==> config.mk <==
export PLATFORM = sky130hd
export DESIGN_NAME = dsa_top
export DESIGN_NICKNAME = d
export VERILOG_FILES = /design/src/dsa_pkg.sv /design/src/dsa_top.sv
export SDC_FILE = /design/constraint.sdc
export NUM_CORES = 1
export LEC_CHECK = 0
export ABC_AREA = 1
export BUFFER_PORTS_ARGS = -buffer_cell sky130_fd_sc_hd__buf_2
export CORE_ASPECT_RATIO = 0.6
export CORE_MARGIN = 4
export CORE_UTILIZATION = 53
export CTS_CLUSTER_DIAMETER = 40
export CTS_CLUSTER_SIZE = 40
export DETAILED_ROUTE_END_ITERATION = 6
export MAX_ROUTING_LAYER = met4
export PLACE_DENSITY = 0.87
export SLEW_MARGIN = 20
export SYNTH_ARGS = -nofsm -noshare
export SYNTH_HDL_FRONTEND = slang
export SYNTH_SLANG_ARGS = --single-unit
==> constraint.sdc <==
create_clock -name clk -period 4.5 [get_ports clk]
set_clock_uncertainty 0.05 [all_clocks]
set_input_delay 0.225 -clock clk [delete_from_list [all_inputs] [get_ports clk]]
set_output_delay 0.225 -clock clk [all_outputs]
set_load 0.005 [all_outputs]
==> src/dsa_pkg.sv <==
package dsa_pkg;
  // ***********************************************
  // Timing
  // ***********************************************
  localparam int CLK_PERIOD_NS = 50;
  localparam int MEM_CYCLE_US = 10;
  localparam int SLOT_CLKS = MEM_CYCLE_US * 1000 / CLK_PERIOD_NS;
  localparam logic [7:0] SLOT_LAST = 8'(SLOT_CLKS - 1);
  localparam logic [6:0] HALF_LAST = 7'(SLOT_CLKS / 2 - 1);
  localparam logic [15:0] BASE_HALF = 16'h000D; // 6.5 cycles in half cycles
  localparam logic [3:0] DIV_MAX = 4'h9;
  // ***********************************************
  // Register map and fields
  // ***********************************************
  localparam logic [11:0] REG_CTRL = 12'h000;
  localparam logic [11:0] REG_PADDR = 12'h004;
  localparam logic [11:0] REG_QADDR = 12'h008;
  localparam logic [11:0] REG_STAT = 12'h00C;
  localparam int CTRL_GO = 8;
  localparam logic [7:0] OP_RST = 8'h00;
  localparam logic [15:0] ADDR_RST = 16'h0000;
  // ***********************************************
  // Operation codes, two decimal digits
  // ***********************************************
  localparam logic [7:0] OP_ADD_FIELD = 8'h21;
  localparam logic [7:0] OP_ADD_LITERAL = 8'h11;
  localparam logic [7:0] OP_SUB_FIELD = 8'h22;
  localparam logic [7:0] OP_SUB_LITERAL = 8'h12;
  localparam logic [7:0] OP_PRODUCT = 8'h23;
  localparam logic [7:0] OP_PRODUCT_LITERAL = 8'h13;
  localparam logic [7:0] OP_QUOTIENT = 8'h29;
  localparam logic [7:0] OP_QUOTIENT_LITERAL = 8'h19;
  localparam logic [7:0] OP_LOAD_DIVIDEND = 8'h28;
  localparam logic [7:0] OP_LOAD_DIVIDEND_LITERAL = 8'h18;
  localparam logic [7:0] OP_BRANCH_ON_FLAG = 8'h46;
  localparam logic [7:0] OP_BRANCH_UNLESS_FLAG = 8'h47;
  // ***********************************************
  // Storage areas
  // ***********************************************
  localparam logic [15:0] TABLE_LO = 16'h0064;
  localparam logic [15:0] TABLE_HI = 16'h012B;
  localparam logic [15:0] PROD_LO = 16'h0050;
  localparam logic [15:0] PROD_HI = 16'h0063;
  typedef enum logic [2:0] {
    DSA_IDLE = 3'b000,
    DSA_RD = 3'b001,
    DSA_WAITD = 3'b010,
    DSA_CALC = 3'b011,
    DSA_GAP = 3'b100,
    DSA_FIN = 3'b101
  } dsa_state_t;
endpackage

==> src/dsa_top.sv <==
// Our own choices: the placing of the registers and register access over APB.
`timescale 1ns/1ns
`default_nettype none
module dsa_top (
  input wire logic clk,
  input wire logic srst,
  input wire logic [11:0] paddr,
  input wire logic psel,
  input wire logic penable,
  input wire logic pwrite,
  input wire logic [31:0] pwdata,
  output logic [31:0] prdata,
  output logic pready,
  output logic pslverr,
  input wire logic console_rst,
  input wire logic div_sub_ok,
  input wire logic div_digit_end,
  output logic mem_rd,
  output logic mem_we,
  output logic [15:0] mem_p_addr,
  output logic [15:0] mem_q_addr,
  output logic [4:0] mem_wdata,
  input wire logic [4:0] mem_p_rdata,
  input wire logic [4:0] mem_q_rdata,
  output logic busy
);
  dsa_pkg::dsa_state_t state_r;
  logic [7:0] slot_r;
  logic [6:0] tick_r;
  logic [15:0] half_r, dp_r, dq_r, pa_r, qa_r, p_a_r, q_a_r;
  logic [7:0] op_r;
  logic [3:0] divcnt_r;
  logic pready_r, first_r, qend_r, carry_r, comp_r, rc_r, rcd_r, end_r;
  logic need_rc_r, sub_r, mul_r, div_r, psign_r, nz_r, hp_r, ez_r, chk_r;
  logic psn_r, badop_r, busy_r;

  // ***********************************************
  // APB slave
  // ***********************************************
  // One wait state; write and read data land on the completing edge
  wire acc_w = psel & penable & ~pready_r;
  wire fire_w = psel & penable & pready_r;
  wire wr_w = fire_w & pwrite;
  wire sel_ctrl = paddr == dsa_pkg::REG_CTRL;
  wire sel_pa = paddr == dsa_pkg::REG_PADDR;
  wire sel_qa = paddr == dsa_pkg::REG_QADDR;
  wire sel_st = paddr == dsa_pkg::REG_STAT;
  wire mapped_w = sel_ctrl | sel_pa | sel_qa | sel_st;
  wire [31:0] stat_w = {25'h0, badop_r, rcd_r, psn_r, chk_r, ez_r, hp_r, busy_r};
  wire [31:0] rd_w = sel_ctrl ? {24'h0, op_r} :
                     sel_pa ? {16'h0, pa_r} :
                     sel_qa ? {16'h0, qa_r} :
                     sel_st ? stat_w : 32'h0;

  always_ff @(posedge clk) begin
    if (srst) begin
      pready_r <= 1'b0;
      pslverr <= 1'b0;
      prdata <= 32'h0;
    end else begin
      pready_r <= acc_w;
      pslverr <= acc_w & ~mapped_w;
      prdata <= acc_w ? rd_w : 32'h0;
    end
  end
  assign pready = pready_r;

  // ***********************************************
  // Opcode decode
  // ***********************************************
  // Operands are locked while busy so a walk never sees moving bases
  wire [7:0] opw = pwdata[7:0];
  wire is_add = opw == dsa_pkg::OP_ADD_FIELD || opw == dsa_pkg::OP_ADD_LITERAL;
  wire is_sub = opw == dsa_pkg::OP_SUB_FIELD || opw == dsa_pkg::OP_SUB_LITERAL;
  wire is_mul = opw == dsa_pkg::OP_PRODUCT || opw == dsa_pkg::OP_PRODUCT_LITERAL;
  wire is_div = opw == dsa_pkg::OP_QUOTIENT || opw == dsa_pkg::OP_QUOTIENT_LITERAL;
  wire is_ldv = opw == dsa_pkg::OP_LOAD_DIVIDEND || opw == dsa_pkg::OP_LOAD_DIVIDEND_LITERAL;
  wire is_br = opw == dsa_pkg::OP_BRANCH_ON_FLAG || opw == dsa_pkg::OP_BRANCH_UNLESS_FLAG;
  wire run_w = is_add | is_sub | is_mul | is_div;
  wire arith_w = run_w | is_ldv;
  wire go_w = wr_w & sel_ctrl & pwdata[dsa_pkg::CTRL_GO] & ~busy_r;

  always_ff @(posedge clk) begin
    if (srst) begin
      op_r <= dsa_pkg::OP_RST;
      pa_r <= dsa_pkg::ADDR_RST;
      qa_r <= dsa_pkg::ADDR_RST;
      badop_r <= 1'b0;
    end else if (wr_w & ~busy_r) begin
      if (sel_ctrl) begin
        op_r <= opw;
      end
      if (sel_pa) begin
        pa_r <= pwdata[15:0];
      end
      if (sel_qa) begin
        qa_r <= pwdata[15:0];
      end
      if (go_w) begin
        badop_r <= ~(arith_w | is_br);
      end
    end
  end

  // ***********************************************
  // Digit datapath
  // ***********************************************
  // Sign rides on the units flag; the end flag sits on the top digit
  wire [3:0] pd_w = mem_p_rdata[3:0];
  wire pf_w = mem_p_rdata[4];
  wire qf_w = mem_q_rdata[4];
  wire [3:0] qd_w = qend_r ? 4'h0 : mem_q_rdata[3:0];
  wire comp_w = first_r ? (sub_r ^ pf_w ^ qf_w) : comp_r;
  wire [3:0] qx_w = comp_w ? 4'h9 - qd_w : qd_w;
  wire [3:0] opa_w = rc_r ? 4'h0 : pd_w;
  wire [3:0] opb_w = rc_r ? 4'h9 - pd_w : qx_w;
  // Units carry-in of one turns the nines complement into tens
  wire cin_w = first_r ? (rc_r | comp_w) : carry_r;
  wire [4:0] sum_w = {1'b0, opa_w} + {1'b0, opb_w} + {4'h0, cin_w};
  wire cout_w = sum_w > 5'h09;
  wire [4:0] dig_w = cout_w ? sum_w - 5'h0A : sum_w;
  wire pend_w = ~first_r & pf_w;
  wire qend_now_w = ~first_r & qf_w & ~qend_r;
  wire qlong_w = pend_w & ~rc_r & ~qend_r & ~qend_now_w;
  wire wflag_w = (first_r & rc_r) ? ~psign_r : pf_w;
  wire tab_w = p_a_r >= dsa_pkg::TABLE_LO && p_a_r <= dsa_pkg::TABLE_HI;
  wire md_w = mul_r | div_r;
  wire we_w = (~md_w | (mul_r & ~first_r)) & ~tab_w;
  wire [4:0] wd_w = md_w ? 5'h00 : {wflag_w, dig_w[3:0]};
  wire calc_w = state_r == dsa_pkg::DSA_CALC;
  wire slot_end_w = slot_r == dsa_pkg::SLOT_LAST;
  wire rcq_w = need_rc_r & ~rc_r;
  wire mdone_w = div_r | (mul_r & ~first_r & p_a_r == dsa_pkg::PROD_LO);
  // Formula time in half cycles; a recomplement pass adds two per P digit
  wire [15:0] rc_half_w = rcd_r ? {dp_r[14:0], 1'b0} : 16'h0000;
  wire [15:0] target_w = dsa_pkg::BASE_HALF + dq_r + {dp_r[14:0], 1'b0} + rc_half_w;
  wire time_ok_w = md_w | (half_r >= target_w);
  wire fin_w = state_r == dsa_pkg::DSA_FIN && time_ok_w;

  // Walk, carries and sign capture
  always_ff @(posedge clk) begin
    if (srst) begin
      p_a_r <= dsa_pkg::ADDR_RST;
      q_a_r <= dsa_pkg::ADDR_RST;
      {first_r, qend_r, carry_r, comp_r, rc_r, rcd_r} <= 6'h00;
      {end_r, need_rc_r, sub_r, mul_r, div_r, psign_r, nz_r} <= 7'h00;
      dp_r <= 16'h0000;
      dq_r <= 16'h0000;
    end else if (go_w) begin
      p_a_r <= pa_r;
      q_a_r <= qa_r;
      {first_r, qend_r, carry_r, rc_r, rcd_r, end_r, need_rc_r, nz_r} <= 8'h80;
      sub_r <= is_sub;
      mul_r <= is_mul;
      div_r <= is_div;
      dp_r <= 16'h0000;
      dq_r <= 16'h0000;
    end else if (calc_w & md_w) begin
      first_r <= 1'b0;
      end_r <= mdone_w;
      p_a_r <= first_r ? dsa_pkg::PROD_HI : p_a_r - 16'h0001;
    end else if (calc_w) begin
      first_r <= 1'b0;
      carry_r <= cout_w;
      nz_r <= nz_r | (dig_w != 5'h00);
      p_a_r <= p_a_r - 16'h0001;
      q_a_r <= q_a_r - 16'h0001;
      if (first_r & ~rc_r) begin
        comp_r <= comp_w;
        psign_r <= pf_w;
      end
      if (~rc_r) begin
        dp_r <= dp_r + 16'h0001;
        dq_r <= qend_r ? dq_r : dq_r + 16'h0001;
        qend_r <= qend_r | qend_now_w;
      end
      if (pend_w) begin
        end_r <= 1'b1;
        // No carry after complement-add means second magnitude was larger
        need_rc_r <= rc_r ? need_rc_r : comp_r & ~cout_w;
      end
    end else if (state_r == dsa_pkg::DSA_GAP && slot_end_w && end_r && rcq_w) begin
      rc_r <= 1'b1;
      rcd_r <= 1'b1;
      p_a_r <= pa_r;
      first_r <= 1'b1;
      end_r <= 1'b0;
      nz_r <= 1'b0;
    end
  end

  // ***********************************************
  // Sequencer and storage port
  // ***********************************************
  // Every access owns a whole memory slot, idle after the write
  always_ff @(posedge clk) begin
    if (srst) begin
      state_r <= dsa_pkg::DSA_IDLE;
    end else begin
      case (state_r)
        dsa_pkg::DSA_IDLE: if (go_w & run_w) begin
          state_r <= dsa_pkg::DSA_RD;
        end
        dsa_pkg::DSA_RD: state_r <= dsa_pkg::DSA_WAITD;
        dsa_pkg::DSA_WAITD: state_r <= dsa_pkg::DSA_CALC;
        dsa_pkg::DSA_CALC: state_r <= dsa_pkg::DSA_GAP;
        dsa_pkg::DSA_GAP: if (slot_end_w) begin
          state_r <= (end_r & ~rcq_w) ? dsa_pkg::DSA_FIN : dsa_pkg::DSA_RD;
        end
        dsa_pkg::DSA_FIN: if (time_ok_w) begin
          state_r <= dsa_pkg::DSA_IDLE;
        end
        default: state_r <= dsa_pkg::DSA_IDLE;
      endcase
    end
  end

  // Slot position restarts with each read
  always_ff @(posedge clk) begin
    if (srst || state_r == dsa_pkg::DSA_IDLE || (state_r == dsa_pkg::DSA_GAP && slot_end_w)) begin
      slot_r <= 8'h00;
    end else begin
      slot_r <= slot_r + 8'h01;
    end
  end

  // Address held one extra cycle so the write hits the digit just read
  always_ff @(posedge clk) begin
    if (srst) begin
      mem_rd <= 1'b0;
      mem_we <= 1'b0;
      mem_wdata <= 5'h00;
      mem_p_addr <= dsa_pkg::ADDR_RST;
      mem_q_addr <= dsa_pkg::ADDR_RST;
    end else begin
      mem_rd <= state_r == dsa_pkg::DSA_RD;
      mem_we <= calc_w & we_w;
      mem_wdata <= calc_w ? wd_w : 5'h00;
      mem_p_addr <= p_a_r;
      mem_q_addr <= q_a_r;
    end
  end

  // ***********************************************
  // Execution time
  // ***********************************************
  // Half-cycle ticks; finish of an add or subtract is held until the formula time has passed

  always_ff @(posedge clk) begin
    if (srst || go_w) begin
      tick_r <= 7'h00;
      half_r <= 16'h0000;
    end else if (busy_r) begin
      tick_r <= (tick_r == dsa_pkg::HALF_LAST) ? 7'h00 : tick_r + 7'h01;
      half_r <= (tick_r == dsa_pkg::HALF_LAST) ? half_r + 16'h0001 : half_r;
    end
  end

  always_ff @(posedge clk) begin
    if (srst) begin
      busy_r <= 1'b0;
    end else begin
      busy_r <= (go_w & run_w) | (busy_r & ~fin_w);
    end
  end
  assign busy = busy_r;

  // ***********************************************
  // Indicators
  // ***********************************************
  // Final sign flips only when a recomplement pass ran
  wire fsign_w = psign_r ^ rcd_r;
  wire div_set_w = div_sub_ok & (divcnt_r == dsa_pkg::DIV_MAX);
  wire carry_set_w = calc_w & ~md_w & ~rc_r & pend_w & ~comp_w & cout_w;
  wire qlong_set_w = calc_w & ~md_w & qlong_w;
  wire chk_set_w = div_set_w | carry_set_w | qlong_set_w;
  wire chk_clr_w = console_rst | (go_w & is_br);

  always_ff @(posedge clk) begin
    if (srst) begin
      hp_r <= 1'b0;
      ez_r <= 1'b0;
    end else if (go_w & arith_w) begin
      hp_r <= 1'b1;
      ez_r <= 1'b1;
    end else if (fin_w & ~md_w) begin
      hp_r <= nz_r & ~fsign_w;
      ez_r <= ~nz_r;
    end else if (console_rst) begin
      hp_r <= 1'b0;
      ez_r <= 1'b0;
    end
  end

  // Set beats clear so a late overflow is never lost
  always_ff @(posedge clk) begin
    if (srst) begin
      chk_r <= 1'b0;
    end else begin
      chk_r <= chk_set_w | (chk_r & ~chk_clr_w);
    end
  end

  // Good subtractions per quotient digit, saturating at the limit
  always_ff @(posedge clk) begin
    if (srst || div_digit_end) begin
      divcnt_r <= 4'h0;
    end else if (div_sub_ok && divcnt_r != dsa_pkg::DIV_MAX) begin
      divcnt_r <= divcnt_r + 4'h1;
    end
  end

  // Product or quotient sign from factor units flags
  always_ff @(posedge clk) begin
    if (srst) begin
      psn_r <= 1'b0;
    end else if (calc_w & md_w & first_r) begin
      psn_r <= pf_w ^ qf_w;
    end
  end

  // ***********************************************
  // Assertions
  // ***********************************************
  a_start_hp: assert property (@(posedge clk) disable iff (srst) go_w && arith_w |=> hp_r)
    else $error("positive flag not set at start");
  a_start_ez: assert property (@(posedge clk) disable iff (srst) go_w && arith_w |=> ez_r)
    else $error("zero flag not set at start");
  a_chk_kept: assert property (@(posedge clk) disable iff (srst)
    go_w && arith_w && !console_rst && !div_set_w |=> chk_r == $past(chk_r))
    else $error("check flag changed at arithmetic start");
  a_branch_clr: assert property (@(posedge clk) disable iff (srst)
    go_w && is_br && !div_set_w |=> !chk_r)
    else $error("branch did not clear check flag");
  a_console_clr: assert property (@(posedge clk) disable iff (srst)
    console_rst && !busy_r && !go_w && !div_set_w |=> !hp_r && !ez_r && !chk_r)
    else $error("console reset left a flag on");
  a_table_safe: assert property (@(posedge clk) disable iff (srst)
    mem_we |-> !(mem_p_addr >= dsa_pkg::TABLE_LO && mem_p_addr <= dsa_pkg::TABLE_HI))
    else $error("write into multiply table");
  a_prod_area: assert property (@(posedge clk) disable iff (srst)
    mem_we && mul_r |-> mem_p_addr >= dsa_pkg::PROD_LO && mem_p_addr <= dsa_pkg::PROD_HI)
    else $error("product write outside product area");
  a_slot_gap: assert property (@(posedge clk) disable iff (srst) mem_rd |=> !mem_rd [*8])
    else $error("storage accesses too close");
  a_div_over: assert property (@(posedge clk) disable iff (srst) div_set_w |=> chk_r)
    else $error("tenth subtraction did not set check");
  a_walk_down: assert property (@(posedge clk) disable iff (srst)
    calc_w && !md_w && !go_w |=> p_a_r == $past(p_a_r) - 16'h0001)
    else $error("field walk not descending");
  a_carry_chk: assert property (@(posedge clk) disable iff (srst) carry_set_w |=> chk_r)
    else $error("lost carry did not set check");
endmodule // dsa_top
`default_nettype wire

==> impl_results.md, run 1 <==
* WS Path Type: reg -> reg
* Hold path startpoint: srst
* Gr ovfl total at 0
* CP Buf/Inv Count at 1
* Sink Count at 216
* CP arrival at 4.61 ns
* Fin. Hold Viols at 0
* GRT Total Usage at 0.269
* CP most frequent cell: a21oi_1
* Initial Util at 0.544
* Die height at 122 um
* Worst slew margin at 0.521
* Min Tclk post-route at 4.27 ns
* PnR worst setup slack at 0.228 ns
* Cell area after layout at 13300 um^2
* Register area share after synthesis at 0.375
* Crit-path max cell delay at 0.51 ns
* #FFs+latches synth at 216
* # DRC at 0
* Number of port buffers at 103
* Number of DRC markers in iteration 0 at 1398
* Status: completed
* Worst R2R Setup Slack at 0.23 ns
* Top FF cell, synth: dfxtp_1
* DR pass1 iterations at 7
* TritonCTS Buffers at 25
* Drt wl/cell at 16.6 um
* Antenna-violating nets left at 0
* Fill cell count at 1761
* Max frequency at 0.234 GHz
* Critical R2R Launch: rcd_r$_SDFFE_PP0P_
* Unique masters post-synth at 50
* Max Fanout on Critical Path at 11
* Ys Warns at 0
* CTS tree: yes
* Core Util, Final at 0.628
* Mapped cell area at 11500 um^2
* Worst-margin pin slew at 0.718 ns
* Endpoints failing setup at 0
* Routed wire length at 32.8 mm
* Layout Nets at 1818
* Worst reg2reg endpoint: state_r[0]$_SDFFE_PP0P_
* DP HPWL at 23.9 mm
* Clk Latency, worst-skew pair at 0.54 ns
* Pins Over Slew Limit at 0
* Fraction of final layout cells sized beyond drive strength 1 at 0.122
* Rows at 41
* Post-Syn Instances at 1563
* Core Box Area at 21200 um^2
* Multi-input gate area at 6130 um^2
* Routed vias at 11.2k
* Post-route non-filler standard cell count at 1978
* Peak supply drop at 0.328 mV
* Max Cap Viol at 0
* Post-synth EDFFs at 0
* Critical Path RT at 4.84 ns
* Post-Syn Area per Cell at 7.37 um^2
* Via density at 5.65
* Placed cell area at 12200 um^2
* Crit path max-delay family: adder cells
* Hold WS at 0.0229 ns
* Period utilisation layout at 0.949
* Seq. cell area at 4330 um^2
* CTS root buf: clkbuf_16
* Initial antenna violation count at 1
* Hold EP: divcnt_r[3]$_SDFFE_PP0P_
* CTS max path bufs at 3
* Clock transition at path regs at 0.07 ns
* Cell count after placement at 1911
* Startpoint class of the critical path: flip-flop
* Pre-CTS setup slack at 0.0322 ns
* Area grow syn2layout at 15.5%
* R2R cell count at 20
* Asr flop ratio synth at 0
* Slowest CP cell: fa_1
* Crit. End Element: flip-flop
* Die Width at 198 um
* GPL Wtd Cong at 1.01
* Pleak at 0.00603 uW
* Largest net degree at the start of global routing at 59
* # IOs at 136
* Hold path cells at 4
* Die ar. at 24200 um^2
* Vias in the first global route at 10.2k
* CP cell instances: nand2_1 -> fa_1 -> inv_1 -> ha_1 -> ha_1 -> a21oi_1 -> o21ai_0 -> nand2_1 -> nand3_1 -> a211oi_2 -> xor2_1 -> ha_1 -> a21oi_1 -> o21ai_0 -> a21oi_1 -> nand3_2 -> nor2_1 -> nand2_2 -> nand3_1 -> a21oi_1
* Power Density at 349 nW/um^2
* Worst hold path type: in -> reg
* Global-route wire length before repair at 52.0 mm
* # H-tree levels at 1
-- sequential cells by signal (all words and copies together) (netlist names), 4 cells and up --
register    flops
divcnt_r        4
dp_r           15
dq_r           16
half_r         16
mem_p_addr     16
mem_q_addr     16
mem_wdata       5
op_r            8
p_a_r          16
pa_r           16
prdata         16
q_a_r          16
qa_r           16
slot_r          8
tick_r          7
-- layout make-up --
type,instances,area share
antenna,1,0.000188
clock buffer,31,0.0509
clock inverter,14,0.0124
inverter,234,0.0660
multi-input combinational,1072,0.460
sequential,216,0.325
tap,279,0.0262
timing repair buffer,131,0.0584
-- power breakdown --
part / internal [uW] / switching [uW]
Sequential: 1960 / 37.9
Combinational: 198 / 384
Clock: 1170 / 895
-- stage by stage --
step                      TNS (ns)  total power [uW]
after floorplan                  0              2450
after global placement           0              2560
after detailed placement         0              2580
after CTS                        0              4630
after global routing       -0.0900              4810
final                            0              4640
-- worst max-delay path by stage --
stage | startpoint | to | cells past startpoint
final | rcd_r$_SDFFE_PP0P_ | state_r[0]$_SDFFE_PP0P_ | 20
after global routing | dp_r[7]$_SDFFE_PP0P_ | state_r[0]$_SDFFE_PP0P_ | 21
after CTS | dp_r[1]$_SDFFE_PP0P_ | ez_r$_SDFFE_PP0P_ | 23
after detailed placement | rcd_r$_SDFFE_PP0P_ | ez_r$_SDFFE_PP0P_ | 25
after global placement | rcd_r$_SDFFE_PP0P_ | state_r[0]$_SDFFE_PP0P_ | 20
after floorplan | rcd_r$_SDFFE_PP0P_ | hp_r$_SDFFE_PP0P_ | 27
-- worst min-delay path: stages --
cell     delay (ns)
buf_2          0.10
or2_2          0.12
a21oi_1        0.04
o21a_1         0.09
-- placed cells by master, fill, tap and decap left out, drive strengths merged, types with 6 or more instances in the layout --
master       Yosys  final
nand2          263    263
inv            234    241
dfxtp          216    216
nor2           201    201
a21oi          125    125
buf             35    110
o21ai           95     95
nand3           74     74
ha              59     59
nor3            44     44
xor2            42     42
clkbuf          21     31
nand4           25     25
dlygate4sd3      0     21
fa              17     17
xnor2           16     16
conb             1     16
a211oi          13     13
o22ai           11     11
o211ai          10     10
o221ai          10     10
a31oi            9      9
nor4             9      9
or2              6      6
-- cells by family after synthesis --
logic type / Yosys count / share of synthesized area
flip-flops: 216 / 0.375
adder cells (fa/ha/maj): 76 / 0.0936
AO/OA/AOI/OAI: 290 / 0.141
XOR/XNOR: 58 / 0.0441
buffers and inverters: 290 / 0.102
AND/OR/NAND/NOR: 632 / 0.244
other: 1 / 0.000325
-- metal layers --
layer	track usage	vias to the layer above	wire [um]
met4	0.0512	0	631
met3	0.0716	78	4130
met1	0.394	5130	14700
li1	-	5310	-
met5	-	-	0
met2	0.376	662	13300
-- synthesized netlist by cell type, types with 2 or more instances --
cell type | number | area [um^2]
nand2_4 | 3 | 33.8
buf_1 | 3 | 11.3
nand3_1 | 73 | 365
fa_1 | 17 | 340
dfxtp_1 | 216 | 4320
a21oi_1 | 125 | 626
nor3_1 | 38 | 190
xnor2_1 | 16 | 140
buf_4 | 17 | 128
and3_1 | 2 | 12.5
a31oi_1 | 9 | 56.3
nor3b_1 | 5 | 37.5
o21a_1 | 4 | 30.0
nand2_2 | 5 | 31.3
nor4_1 | 7 | 43.8
and2_1 | 3 | 18.8
inv_1 | 228 | 856
nor3_2 | 5 | 50.1
a22oi_1 | 5 | 37.5
a211oi_1 | 13 | 97.6
nor2_1 | 191 | 717
o221ai_1 | 10 | 87.6
nand4_1 | 25 | 156
nor4_2 | 2 | 25.0
a311oi_1 | 2 | 17.5
clkbuf_1 | 21 | 78.8
or2_0 | 2 | 12.5
nand2_1 | 255 | 957
nor2_2 | 3 | 18.8
ha_1 | 59 | 738
xor2_1 | 42 | 368
buf_2 | 14 | 70.1
o21ai_0 | 95 | 475
nor2_4 | 6 | 67.6
or2_2 | 3 | 18.8
o22ai_1 | 11 | 68.8
o211ai_1 | 10 | 75.1
inv_2 | 6 | 22.5
-- what timing repair did --
item,4_1_cts,5_1_grt
setup buffers,0,0
hold endpoints to repair,29,0
resized for setup,2,18
endpoints found under the setup margin,1,5
pin swaps,0,1
hold buffers,21,0
(Power assumes the default switching activity.)
==> inputs of run 2 (changes only) <==
==> constraint.sdc (replaced) <==
create_clock -name clk -period 4.5 [get_ports clk]
set_clock_uncertainty 0.05 [all_clocks]
set_input_delay 0.45 -clock clk [delete_from_list [all_inputs] [get_ports clk]]
set_output_delay 0.45 -clock clk [all_outputs]
set_load 0.005 [all_outputs]
==> impl_results.md, run 2 (same netlist as run 1, synthesis figures left out) <==
* # DRC at 0 (unchanged)
* GRT Total Usage at 0.257 (-0.0118)
* CTS root buf: clkbuf_16
* GPL Wtd Cong at 0.977 (-3.2%)
* Startpoint class of the critical path: flip-flop
* CP startpoint: dp_r[5]$_SDFFE_PP0P_
* Pins Over Slew Limit at 0 (unchanged)
* Worst hold path type: in -> reg
* Commonest non-fill, non-tap cell in the layout: nand2_1
* Routed wl met2 at 12.2 mm (-8.2%)
* # IOs at 136 (unchanged)
* Max frequency at 0.237 GHz (+1.2%)
* Hold_buf cts at 0 (-100%)
* Layout Nets at 1794 (-1.3%)
* Crit. End Element: flip-flop
* Initial antenna violation count at 0 (-1)
* Fin. Hold Viols at 0 (unchanged)
* Post-CTS setup buffer count at 0 (unchanged)
* R2R cell count at 20 (unchanged)
* Power share of the combinational group at 0.126 (about the same)
* Die height at 122 um (unchanged)
* Met1 WL at 14.2 mm (-3.1%)
* Initial Util at 0.544 (unchanged)
* Drt wl/cell at 15.9 um (-3.7%)
* Number of port buffers at 103 (unchanged)
* Max Fanout on Critical Path at 5 (-6)
* Peak supply drop at 0.316 mV (-3.7%)
* Seq pwr share at 0.440 (+0.010)
* CP arrival at 4.56 ns (-0.05 ns)
* Endpoints failing setup at 0 (unchanged)
* Sink Count at 216 (unchanged)
* Die ar. at 24200 um^2 (unchanged)
* Internal power at 3190 uW (-4.1%)
* Top sig layer: met4
* Fraction of final layout cells sized beyond drive strength 1 at 0.118 (-0.00409)
* TritonCTS Buffers at 22 (-12%)
* Core Box Area at 21200 um^2 (unchanged)
* Routed vias at 10.8k (-3.1%)
* Area grow syn2layout at 13.2%
* Critical R2R Launch: dp_r[5]$_SDFFE_PP0P_
* CTS tree: yes
* Placed cell area at 12200 um^2 (+0.10%)
* Vias in the first global route at 9660 (-5.6%)
* Cell area after layout at 13000 um^2 (-2.0%)
* Critical Path End: state_r[0]$_SDFFE_PP0P_
* Pleak at 0.00592 uW (-1.8%)
* Setup TNS Final at 0 ns (unchanged)
* Min Tclk post-route at 4.22 ns (-0.0492 ns)
* Clk pwr share at 0.434 (-0.010)
* Period utilisation layout at 0.938 (-0.0109)
* Global-route wire length before repair at 49.5 mm (-4.7%)
* Clk Latency, worst-skew pair at 0.52 ns (-0.02 ns)
* Max Cap Viol at 0 (unchanged)
* DR pass1 iterations at 5 (-2)
* Most frequent cells in the layout: nand2_1 (254), inv_1 (228), dfxtp_1 (213)
* Antenna-violating nets left at 0 (unchanged)
* Routed wire length at 31.1 mm (-5.0%)
* Worst-margin pin slew at 0.749 ns (+0.0302 ns)
* Via density at 5.55 (-1.8%)
* WS Path Type: reg -> reg
* Number of DRC markers in iteration 0 at 1190 (-15%)
* Critical Path RT at 4.83 ns (about the same)
* Worst reg2reg endpoint: state_r[0]$_SDFFE_PP0P_
* DP HPWL at 23.4 mm (-2.3%)
* Gr ovfl total at 0 (unchanged)
* Met3 WL post-DR at 4.11 mm (-0.68%)
* Rows at 41 (unchanged)
* Clock transition at path regs at 0.08 ns (about the same)
* Net Sw Frac at 0.296 (+0.0121)
* CTS max path bufs at 3 (unchanged)
* RSZ-0062 raised after global routing: false
* Power Density at 347 nW/um^2 (-0.40%)
* Worst slew margin at 0.500 (-0.0214)
* Largest net degree at the start of global routing at 58 (-1.7%)
* Die Width at 198 um (unchanged)
* Status: completed
* # H-tree levels at 1 (unchanged)
* Switch Pwr at 1340 uW (+1.8%)
* Worst R2R Setup Slack at 0.28 ns (+0.05 ns)
## run 2: changes by cell type in the layout (fill, tap and decap cells not counted), moves of 2 or more
cell	before	now
clkbuf_1	3	0
clkbuf_16	25	22
clkbuf_8	3	1
clkinv_8	1	5
dfxtp_1	209	213
dfxtp_2	7	2
dlygate4sd3_1	21	0
inv_12	1	3
## run 2: power groups by stage
stage | Combinational, uW | Sequential [uW] | Clock [uW]
after floorplan | 416 | 2030 | 0
after global placement | 532 | 2030 | 0
after detailed placement | 551 | 2040 | 0
after CTS | 556 | 1990 | 1980
after global routing | 645 | 2000 | 2070
final | 570 | 1990 | 1970
## run 2: critical path, cell delays in order, from the launching register on
cell and delay (ns):
dfxtp_1 0.45, inv_1 0.12, fa_1 0.54, inv_1 0.04
ha_1 0.28, ha_1 0.34, a21oi_1 0.15, o21ai_0 0.13
nand2_1 0.08, nand3_1 0.18, a211oi_2 0.25, xor2_1 0.20
ha_1 0.28, a21oi_1 0.16, o21ai_0 0.10, a21oi_1 0.17
nand3_2 0.15, nor2_2 0.13, nand2_1 0.11, nand3_1 0.12
a21oi_1 0.06
## run 2: repair_timing
| action | 4_1_cts | 5_1_grt |
|---|---|---|
| resized for setup | 0 | 13 |
| hold endpoints to repair | 0 | 0 |
| setup endpoints to repair | 0 | 5 |
## run 2: worst min-delay path by stage
stage | start | end | cells past startpoint
6_report | pwdata[11] | qa_r[11]$_SDFFE_PP0P_ | 3
5_1_grt | pwdata[9] | qa_r[9]$_SDFFE_PP0P_ | 3
4_1_cts | pwdata[11] | qa_r[11]$_SDFFE_PP0P_ | 3
3_5_place_dp | slot_r[0]$_SDFF_PP0_ | slot_r[0]$_SDFF_PP0_ | 1
3_3_place_gp | slot_r[0]$_SDFF_PP0_ | slot_r[0]$_SDFF_PP0_ | 1
2_1_floorplan | slot_r[0]$_SDFF_PP0_ | slot_r[0]$_SDFF_PP0_ | 1
## run 2: metal layers
| metal | vias to the layer above | global-route usage |
|---|---|---|
| li1 | 5258 | - |
| met1 | 4943 | 0.385 |
| met2 | 581 | 0.336 |
| met3 | 54 | 0.0823 |
| met4 | 0 | 0.0542 |
| met5 | - | - |
## run 2: final cells by class
type / instances / area, um^2
fill: 1777 / 8140
multi-input combinational: 1072 / 6110
sequential: 216 / 4330
inverter: 234 / 878
timing repair buffer: 110 / 581
clock buffer: 23 / 564
tap: 279 / 349
clock inverter: 17 / 230
antenna: 1 / 2.50
## run 2: through the flow
step / total power, uW / hold slack, ns / instances / setup WS [ns] / util
3_3_place_gp: 2570 / 0.381 / 1911 / 0.220 / 0.576
6_report: 4530 / 0.131 / 1952 / 0.277 / 0.616
3_5_place_dp: 2590 / 0.388 / 1911 / 0.0474 / 0.576
4_1_cts: 4530 / 0.114 / 1951 / 0.0191 / 0.614
2_1_floorplan: 2450 / 0.368 / 1578 / 0.337 / -
5_1_grt: 4720 / 0.126 / 1951 / 0.00300 / 0.616
